## src/pkg/hvr_pkg.sv

```systemverilog
// Purpose: shared constants of the high-voltage config/status bank
// Assumes: 20 MHz system clock
// Notes: indirect command codes and timing counts live here
package hvr_pkg;
   // clock and timing
   localparam int CLK_PERIOD_NS = 50;
   localparam int BUSY_TIME_NS = 10000;
   localparam int SHORT_TIME_NS = 20000;
   // longest wait rounds down, least persistence rounds up
   localparam int BUSY_CYC_I = BUSY_TIME_NS / CLK_PERIOD_NS;
   localparam int SHORT_CYC_I =
      (SHORT_TIME_NS + CLK_PERIOD_NS - 1) / CLK_PERIOD_NS;
   localparam logic [7:0] BUSY_CYC = BUSY_CYC_I[7:0];
   localparam logic [8:0] SHORT_CYC = SHORT_CYC_I[8:0];

   // indirect command codes
   localparam logic [7:0] CMD_READ_CFG = 8'h00;
   localparam logic [7:0] CMD_WRITE_CFG = 8'h01;
   localparam logic [7:0] CMD_READ_STA = 8'h02;

   // indirect command register fields
   localparam int CMD_BUSY_BIT = 0;
   localparam int CMD_OK_BIT = 1;

   // hv_configuration fields
   localparam int CFG_LIN_EN_BIT = 0;
   localparam int CFG_PASSIVE_BIT = 1;
   localparam int CFG_REEN_BIT = 2;
   localparam int CFG_DIAG_BIT = 3;
   localparam int CFG_LVF_EN_BIT = 4;
   localparam logic [7:0] CFG_USED_MASK = 8'h1f;
   localparam logic [7:0] CFG_RESET = 8'h00;

   // hv_status fields
   localparam int STA_SHORT_BIT = 0;
   localparam int STA_LVF_BIT = 2;
   localparam logic [7:0] STA_RESET = 8'h00;
   localparam logic [7:0] DAT_RESET = 8'h00;

   // transfer engine states
   typedef enum logic [1:0]
   {
      HVR_IDLE = 2'b01,
      HVR_BUSY = 2'b10
   } hvr_state_t;
endpackage

```

## src/pkg/hvr_short_if.sv

```systemverilog
// Purpose: carries the filtered short-circuit event to the core
// Assumes: one clock domain
// Notes: detect is a one-cycle pulse per qualified short
`timescale 1ns/1ps
`default_nettype none
interface hvr_short_if;
   logic detect;
   logic active;
   modport filt (output detect, output active);
   modport core (input detect, input active);
endinterface
`default_nettype wire

```

## src/core/hvr_regs.sv

```systemverilog
// Purpose: indirect high-voltage configuration and status bank
// Assumes: core reaches it through command and data registers only
// Notes: analog comparators arrive as raw asynchronous inputs
`timescale 1ns/1ps
`default_nettype none

// How it works
// config bit 4 enables the supply-drop flag function
// config bit 3 turns on the attenuator diagnostic current source
// writing 1 to config bit 2 re-enables driver, bit self-clears
// passive mode: short raises interrupt, sets status, driver stays on
// active mode: short raises interrupt, sets status, disables driver
// short counts only after persisting longer than 20 us
// config bit 0 selects LIN disabled or enabled
// status register reachable only via indirect command and data
// interrupt event copies status into data register at once; copy deferred until idle if a transfer is busy or starting
// software reads status only in response to the interrupt
// status bit 2 is 0 after supply drop, else 1
// status bit 2 meaningful only while config bit 4 set
// bit 2 changes only on supply drop or flag re-enable
// status bit 0 set on short, cleared by status read
// status bits 7..3, 1 and config bits 7..5 reserved
// command bit 0 busy during transfer, clears after 10 us
// software checks command bit 1 before reading data
// reserved bits read 0, reserved config writes ignored
module hvr_regs
(
   input wire logic clock, // system clock
   input wire logic rst_n, // sync reset, active low
   input wire logic ce, // clock enable, freezes state
   input wire logic cmd_wr, // write strobe, command register
   input wire logic [7:0] cmd_wdata, // command code
   output logic [7:0] cmd_rdata, // command readback, busy and ok
   input wire logic dat_wr, // write strobe, data register
   input wire logic [7:0] dat_wdata, // data written by software
   output logic [7:0] dat_rdata, // data register readback
   input wire logic irq_enable_mask, // high-voltage interrupt enable
   input wire logic lin_short_raw, // raw short comparator, async
   input wire logic supply_low_raw, // core supply below 2.1 V, async
   output logic hv_irq, // one-cycle interrupt event
   output logic lin_enable, // LIN operating state
   output logic lin_driver_on, // LIN driver actually enabled
   output logic atten_diag_on // attenuator current source on
);
   // ****************************************************
   // short-circuit qualification
   // ****************************************************
   hvr_short_if sif ();

   hvr_short_filter u_filt
   (
      .clock(clock),
      .rst_n(rst_n),
      .ce(ce),
      .lin_short_raw(lin_short_raw),
      .sif(sif)
   );

   // ****************************************************
   // supply comparator synchroniser
   // ****************************************************
   logic sup1_r;
   logic sup2_r;

   // two-stage sync of supply-drop level
   always_ff @(posedge clock)
   begin
      if (!rst_n)
      begin
         sup1_r <= 1'b0;
         sup2_r <= 1'b0;
      end
      else if (ce)
      begin
         sup1_r <= supply_low_raw;
         sup2_r <= sup1_r;
      end
   end

   // ****************************************************
   // state declarations
   // ****************************************************
   hvr_pkg::hvr_state_t state_r;
   hvr_pkg::hvr_state_t state_nxt;
   logic [7:0] cfg_r;
   logic [7:0] cfg_nxt;
   logic short_r;
   logic short_nxt;
   logic lvf_r;
   logic lvf_nxt;
   logic drv_ok_r;
   logic drv_ok_nxt;
   logic [7:0] dat_r;
   logic [7:0] dat_nxt;
   logic [7:0] tmr_r;
   logic [7:0] tmr_nxt;
   logic ok_r;
   logic ok_nxt;
   logic pend_r;
   logic pend_nxt;
   logic irq_r;
   logic irq_nxt;
   logic lin_en_r;
   logic drv_on_r;
   logic diag_r;
   logic [7:0] sta_view;
   logic start_cmd;
   logic start_auto;

   // assemble visible status byte
   function automatic logic [7:0] status_byte(input logic shrt,
                                              input logic supply_drop_flag,
                                              input logic lvf_en);
      logic [7:0] v;
      v = 8'h00;
      v[hvr_pkg::STA_SHORT_BIT] = shrt;
      v[hvr_pkg::STA_LVF_BIT] = supply_drop_flag & lvf_en;
      return v;
   endfunction

   // bit 2 masked when off
   // reserved status bits held zero
   assign sta_view = status_byte(short_r, lvf_r,
                                 cfg_r[hvr_pkg::CFG_LVF_EN_BIT]);

   // command accepted only while idle
   assign start_cmd = cmd_wr && (state_r == hvr_pkg::HVR_IDLE);
   // auto load starts when idle and no command competes
   assign start_auto = pend_r && !cmd_wr &&
                       (state_r == hvr_pkg::HVR_IDLE);

   // ****************************************************
   // transfer engine and registers, next values
   // ****************************************************
   always_comb
   begin
      state_nxt = state_r;
      cfg_nxt = cfg_r;
      short_nxt = short_r;
      lvf_nxt = lvf_r;
      drv_ok_nxt = drv_ok_r;
      dat_nxt = dat_r;
      tmr_nxt = tmr_r;
      ok_nxt = ok_r;
      pend_nxt = pend_r;
      irq_nxt = 1'b0;

      // software loads data register while idle
      if (dat_wr && (state_r == hvr_pkg::HVR_IDLE))
      begin
         dat_nxt = dat_wdata;
      end

      case (state_r)
         hvr_pkg::HVR_IDLE:
         begin
            if (start_cmd)
            begin
               state_nxt = hvr_pkg::HVR_BUSY;
               tmr_nxt = hvr_pkg::BUSY_CYC;
               ok_nxt = 1'b1;
               case (cmd_wdata)
                  hvr_pkg::CMD_READ_CFG:
                  begin
                     dat_nxt = cfg_r;
                  end
                  hvr_pkg::CMD_WRITE_CFG:
                  begin
                     // reserved config bits dropped
                     cfg_nxt = dat_r & hvr_pkg::CFG_USED_MASK;
                     // re-enable, bit not stored
                     if (dat_r[hvr_pkg::CFG_REEN_BIT])
                     begin
                        drv_ok_nxt = 1'b1;
                     end
                     cfg_nxt[hvr_pkg::CFG_REEN_BIT] = 1'b0;
                     // flag rearmed on enable edge
                     if (dat_r[hvr_pkg::CFG_LVF_EN_BIT] &&
                         !cfg_r[hvr_pkg::CFG_LVF_EN_BIT])
                     begin
                        lvf_nxt = 1'b1;
                     end
                  end
                  hvr_pkg::CMD_READ_STA:
                  begin
                     // status only via data register
                     dat_nxt = sta_view;
                     // read clears short flag
                     short_nxt = 1'b0;
                  end
                  default:
                  begin
                     ok_nxt = 1'b0;
                  end
               endcase
            end
            else if (start_auto)
            begin
               // deferred status copy once idle
               state_nxt = hvr_pkg::HVR_BUSY;
               tmr_nxt = hvr_pkg::BUSY_CYC;
               ok_nxt = 1'b1;
               pend_nxt = 1'b0;
               dat_nxt = sta_view;
               short_nxt = 1'b0;
            end
         end
         hvr_pkg::HVR_BUSY:
         begin
            // busy for the transfer time
            if (tmr_r == 8'h01)
            begin
               state_nxt = hvr_pkg::HVR_IDLE;
               tmr_nxt = 8'h00;
            end
            else
            begin
               tmr_nxt = tmr_r - 8'h01;
            end
         end
         default:
         begin
            state_nxt = hvr_pkg::HVR_IDLE;
            tmr_nxt = 8'h00;
         end
      endcase

      // supply drop clears the flag
      if (sup2_r && cfg_nxt[hvr_pkg::CFG_LVF_EN_BIT])
      begin
         lvf_nxt = 1'b0;
      end

      // short event: set wins over any clear above
      if (sif.detect)
      begin
         // short sets status bit 0
         short_nxt = 1'b1;
         // passive keeps driver, R5 active drops it
         if (!cfg_nxt[hvr_pkg::CFG_PASSIVE_BIT])
         begin
            drv_ok_nxt = 1'b0;
         end
         if (irq_enable_mask)
         begin
            // interrupt only when enabled
            irq_nxt = 1'b1;
            // capture straight away when idle
            if ((state_r == hvr_pkg::HVR_IDLE) && !start_cmd &&
                !start_auto)
            begin
               state_nxt = hvr_pkg::HVR_BUSY;
               tmr_nxt = hvr_pkg::BUSY_CYC;
               ok_nxt = 1'b1;
               dat_nxt = status_byte(1'b1, lvf_r,
                                     cfg_r[hvr_pkg::CFG_LVF_EN_BIT]);
               short_nxt = 1'b0;
            end
            else
            begin
               pend_nxt = 1'b1;
            end
         end
      end
   end

   // ****************************************************
   // state registers
   // ****************************************************
   always_ff @(posedge clock)
   begin
      if (!rst_n)
      begin
         state_r <= hvr_pkg::HVR_IDLE;
         cfg_r <= hvr_pkg::CFG_RESET;
         short_r <= 1'b0;
         lvf_r <= 1'b0;
         drv_ok_r <= 1'b1;
         dat_r <= hvr_pkg::DAT_RESET;
         tmr_r <= 8'h00;
         ok_r <= 1'b0;
         pend_r <= 1'b0;
         irq_r <= 1'b0;
      end
      else if (ce)
      begin
         state_r <= state_nxt;
         cfg_r <= cfg_nxt;
         short_r <= short_nxt;
         lvf_r <= lvf_nxt;
         drv_ok_r <= drv_ok_nxt;
         dat_r <= dat_nxt;
         tmr_r <= tmr_nxt;
         ok_r <= ok_nxt;
         pend_r <= pend_nxt;
         irq_r <= irq_nxt;
      end
   end

   // ****************************************************
   // registered control outputs
   // ****************************************************
   always_ff @(posedge clock)
   begin
      if (!rst_n)
      begin
         lin_en_r <= 1'b0;
         drv_on_r <= 1'b0;
         diag_r <= 1'b0;
      end
      else if (ce)
      begin
         // LIN operating state
         lin_en_r <= cfg_nxt[hvr_pkg::CFG_LIN_EN_BIT];
         drv_on_r <= cfg_nxt[hvr_pkg::CFG_LIN_EN_BIT] & drv_ok_nxt;
         // diagnostic current source
         diag_r <= cfg_nxt[hvr_pkg::CFG_DIAG_BIT];
      end
   end

   // ****************************************************
   // readback and outputs
   // ****************************************************
   // busy and ok flags in command register
   always_comb
   begin
      cmd_rdata = 8'h00;
      cmd_rdata[hvr_pkg::CMD_BUSY_BIT] = (state_r == hvr_pkg::HVR_BUSY);
      cmd_rdata[hvr_pkg::CMD_OK_BIT] = ok_r;
   end

   assign dat_rdata = dat_r;
   assign hv_irq = irq_r;
   assign lin_enable = lin_en_r;
   assign lin_driver_on = drv_on_r;
   assign atten_diag_on = diag_r;
endmodule
`default_nettype wire

```

## src/core/hvr_short_filter.sv

```systemverilog
// Purpose: qualifies the raw LIN short comparator by persistence
// Assumes: raw input is asynchronous to clock
// Notes: one detect pulse per short, rearmed when the short ends
`timescale 1ns/1ps
`default_nettype none
module hvr_short_filter
(
   input wire logic clock, // system clock
   input wire logic rst_n, // sync reset, active low
   input wire logic ce, // clock enable
   input wire logic lin_short_raw, // raw short comparator
   hvr_short_if.filt sif // filtered event out
);
   logic sync1_r;
   logic sync2_r;
   logic [8:0] cnt_r;
   logic [8:0] cnt_nxt;
   logic done_r;
   logic done_nxt;
   logic det_r;
   logic det_nxt;

   // count cycles of continuous short
   always_comb
   begin
      cnt_nxt = cnt_r;
      done_nxt = done_r;
      det_nxt = 1'b0;
      if (!sync2_r)
      begin
         cnt_nxt = 9'h000;
         done_nxt = 1'b0;
      end
      else if (!done_r)
      begin
         // longer than persistence
         if (cnt_r == hvr_pkg::SHORT_CYC)
         begin
            det_nxt = 1'b1;
            done_nxt = 1'b1;
         end
         else
         begin
            cnt_nxt = cnt_r + 9'h001;
         end
      end
   end

   // synchroniser and counter registers
   always_ff @(posedge clock)
   begin
      if (!rst_n)
      begin
         sync1_r <= 1'b0;
         sync2_r <= 1'b0;
         cnt_r <= 9'h000;
         done_r <= 1'b0;
         det_r <= 1'b0;
      end
      else if (ce)
      begin
         sync1_r <= lin_short_raw;
         sync2_r <= sync1_r;
         cnt_r <= cnt_nxt;
         done_r <= done_nxt;
         det_r <= det_nxt;
      end
   end

   assign sif.detect = det_r & ce;
   assign sif.active = done_r;
endmodule
`default_nettype wire

```

## config.mk

```make
export PLATFORM = sky130hd
export DESIGN_NAME = hvr_regs
export DESIGN_NICKNAME = d
export VERILOG_FILES = /design/src/pkg/hvr_pkg.sv /design/src/pkg/hvr_short_if.sv /design/src/core/hvr_regs.sv /design/src/core/hvr_short_filter.sv
export SDC_FILE = /design/constraint.sdc
export NUM_CORES = 1
export LEC_CHECK = 0
export BUFFER_PORTS_ARGS = -buffer_cell sky130_fd_sc_hd__buf_2
export CORE_MARGIN = 4
export CORE_UTILIZATION = 57
export CTS_BUF_LIST = sky130_fd_sc_hd__clkbuf_4 sky130_fd_sc_hd__clkbuf_8 sky130_fd_sc_hd__clkbuf_16
export DETAILED_ROUTE_END_ITERATION = 12
export GPL_TIMING_DRIVEN = 0
export PLACE_DENSITY = 0.9
export SETUP_SLACK_MARGIN = 0.3
export SLEW_MARGIN = 25
export SYNTH_ARGS = -nofsm -noshare
export SYNTH_HDL_FRONTEND = slang
export SYNTH_HIERARCHICAL = 1
export SYNTH_SLANG_ARGS = --single-unit
```

## constraint.sdc

```tcl
create_clock -name clock -period 2 [get_ports clock]
set_clock_uncertainty 0.05 [all_clocks]
set_input_delay 0.3 -clock clock [delete_from_list [all_inputs] [get_ports clock]]
set_output_delay 0.3 -clock clock [all_outputs]
set_load 0.01 [all_outputs]
```

==> key figures <==
Global routing
  – Pin count of the biggest net entering global routing: 16
  – Remaining Overflow, GRT: 0
  – Gr usage total: 0.279
  – Initial antenna violation count: 0
  – Vias in the first global route: 2940
  – First-pass GRT wire length: 13600 µm

Critical path
  – Crit-path max FO: 6
  – WP data arrival: 2010 ps
  – R2R cell count: 4
  – Crit path required time: 2210 ps
  – R2r setup slk: 210 ps
  – Worst Setup End Kind: flip-flop
  – CP cell instances: or4_4 > or4_1 > a31oi_1 > o221a_2
  – Top Family by Delay on Critical Path: simple AND/OR/NAND/NOR gates
  – Buffers and inverters on the worst path: 0
  – WS Path Type: reg2reg
  – CP Launch Type: flip-flop
  – Reg-to-reg startpoint: tmr_r[0]$_SDFFE_PN0P_
  – Critical Path Slowest Stage Cell: or4_4
  – Worst path max stage delay: 550 ps
  – R2r endpoint: tmr_r[7]$_SDFFE_PN0P_

Clocking
  – H-tree depth: 2
  – Num CTS Buffers: 5
  – Root Buffer Master: clkbuf_8
  – Clk_lat worst skew: 320 ps
  – # clock sinks: 44
  – CTS Hold Bufs: 0
  – Clk pin slew, worst setup/hold paths: 90 ps
  – CTS Buffer Depth: 2
  – CTS tree: done

Yosys
  – Cells after Synth: 325
  – Syn. warnings: 6
  – Sequential share of the synthesized area: 0.322
  – Most common cell in the netlist: dfxtp_1
  – Number of synthesized flops with an enable pin: 0
  – Synth area leader: dfxtp_1
  – Asr flop ratio synth: 0
  – Flop and latch count out of synthesis: 44
  – Mapped Area: 2730 µm²
  – Top-area cell type share of the netlist area: 0.322
  – Synth Flop Type: dfxtp_1
  – Synth area leaders: dfxtp_1 (32%), nand3_1 (5.5%), mux2i_1 (3.7%)
  – Post-synth top cells: dfxtp_1 (44), nand3_1 (30), nand2_1 (20)
  – Syn_area_per_cell: 8.41 µm²
  – Distinct cells, synth: 64

Routing
  – # DRC: 0
  – Routed WL: 8740 µm
  – Post-route ant nets: 0
  – Drt wl/cell: 19.7 µm
  – Vias per inst: 6.81
  – Pre-antenna DRT Iters: 6
  – Via Count: 3022
  – Drt initial violations: 489

Cells and area
  – ANT cells: 0
  – Area Overhead vs Synth: 30.1%
  – Post-route cell area: 3560 µm²
  – Layout Cells excl Fill: 444
  – Nets: 421
  – Layout cells sized above 1: 0.393

Floorplanning
  – Cell row count: 24
  – Core ar.: 4500 µm²
  – Die Area: 5970 µm²
  – I/O pins: 44
  – Die H: 77.3 µm
  – Initial Utilization: 0.607
  – Die extent in x: 77.3 µm

STA
  – Max Freq: 0.557 GHz
  – RSZ-0062 raised after global routing: yes
  – Finish-stage setup viols: 0
  – Post-route minimum period: 1790 ps
  – Final period utilization: 0.897
  – Final-report hold violation count: 0
  – Worst-Margin Slew: 660 ps
  – Setup TNS Final: 0 ps
  – Worst slew margin: 0.554
  – Final WS setup: 205 ps
  – Hold Worst Slack: 210 ps
  – Slew Limit Fails: 0

Placement
  – Post-placement cell count: 418
  – Post-place setup slack: -131 ps
  – Post-DP HPWL: 5190 µm
  – Final GP Congestion: 0.927
  – Port-buffer cells: 36
  – Placed cell area: 3030 µm²

Worst hold path
  – Worst hold stages: 3
  – Hold WC Path Type: in2reg
  – HP Start: lin_short_raw
  – Worst Hold Endpoint: u_filt/sync1_r$_SDFFE_PN0P_

Power and ir drop
  – Pwr dens: 586 nW/µm²
  – VDD IR max: 0.396 mV
  – Leak: 1.42 nW

Run
  – Max Cap Violations: 0

Run status
  – Outcome: completed
[timing repair]
item	in CTS	in global routing
setup endpoints to repair	26	22
pin swaps	8	19
cloned	0	0
gates resized for setup	35	40
setup buffers	13	5
[where the power goes]
part / total, W / switching (W) / internal (W) / leakage, nW
combinational: 0.000417 / 0.000236 / 0.000181 / 1.00
clock: 0.000731 / 0.000354 / 0.000377 / 0.0548
sequential: 0.000937 / 0.0000358 / 0.000901 / 0.363
[state kept, by name (all words and copies together), names as in the netlist]
name and cells:
pend_r 1, dat_rdata 8, u_filt/cnt_r 9, short_r 1
u_filt/sif.active 1, sup1_r 1, sup2_r 1, hv_irq 1
drv_ok_r 1, u_filt/sync1_r 1, state_r 2, ok_r 1
u_filt/det_r 1, cfg_r 4, lin_driver_on 1, u_filt/sync2_r 1
tmr_r 8, lvf_r 1
[worst max path at each step]
| stage | from | end | cells past startpoint |
|---|---|---|---|
| after detailed placement | ce | tmr_r[5]$_SDFFE_PN0P_ | 8 |
| after global placement | ce | dat_rdata[5]$_SDFFE_PN0P_ | 8 |
| after CTS | tmr_r[0]$_SDFFE_PN0P_ | tmr_r[7]$_SDFFE_PN0P_ | 4 |
| after global routing | tmr_r[0]$_SDFFE_PN0P_ | tmr_r[7]$_SDFFE_PN0P_ | 4 |
| after floorplan | ce | tmr_r[5]$_SDFFE_PN0P_ | 7 |
| final | tmr_r[0]$_SDFFE_PN0P_ | tmr_r[7]$_SDFFE_PN0P_ | 4 |
[layout by cell type, fill, tap and decap left out, types with 3 or more instances in the layout]
cell       netlist  layout
mux2i_1         10      10
o21ai_0         15      12
and3_1           6       5
nor2b_1          5       5
conb_1           1       6
buf_2            5      41
dfxtp_1         44      34
nand2_1         20      18
dfxtp_2          0       6
dfxtp_4          0       4
and2_1           4       3
nand3_1         30      24
nor3_1           6       5
nor2_1          12      12
clkbuf_2         1       3
ha_4             0       3
a31oi_1         10      10
or4_1            6       5
clkbuf_8         0       5
buf_4            7      24
inv_1           15      11
nand4_1          7       7
nand3_2          0       4
nand4b_1         5       5
mux2_2           5       5
o221a_2          5       5
o2111ai_1        4       4
o211ai_1         3       3
buf_6            2       5
a32oi_1          4       3
nand3b_1         3       3
a21oi_1         16      14
inv_2            2       4
clkbuf_1        12       8
[cell type report]
cell class,count,area (µm²)
Tap cell,52,65.1
Clock inverter,3,46.3
Fill cell,264,947
Multi-Input combinational cell,242,1920
Inverter,17,68.8
Clock buffer,5,68.8
Sequential cell,44,903
Buffer,27,164
Timing Repair Buffer,54,323
[tightest hold or removal path, stage by stage]
cell and delay, ps:
buf_2 80, mux2i_1 60, nor2b_1 100
[layer usage]
metal | vias to the layer above | global-route usage | share of wire
li1 | 1364 | - | -
met1 | 1419 | 0.325 | 0.40
met2 | 198 | 0.484 | 0.49
met3 | 41 | 0.0539 | 0.082
met4 | 0 | 0.142 | 0.027
met5 | - | 0 | 0
[logic make-up (layout without fill, tap and decap cells)]
| logic type | Yosys count | in the layout | synth area share |
|---|---|---|---|
| multiplexers | 15 | 15 | 0.0572 |
| adder cells (fa/ha/maj) | 6 | 6 | 0.0275 |
| AND/OR/NAND/NOR | 130 | 130 | 0.290 |
| other | 1 | 6 | 0.00137 |
| XOR/XNOR | 1 | 1 | 0.00320 |
| flip-flops | 44 | 44 | 0.322 |
| AO/OA/AOI/OAI | 84 | 84 | 0.221 |
| buffers and inverters | 44 | 106 | 0.0783 |
[per-stage QoR]
stage	power (W)	utilization
floorplan	0.00117	-
global placement	0.00126	0.673
detailed placement	0.00127	0.673
CTS	0.00202	0.752
global route	0.00215	0.790
finish	0.00209	0.790
Power figures use the tool's default switching activity.
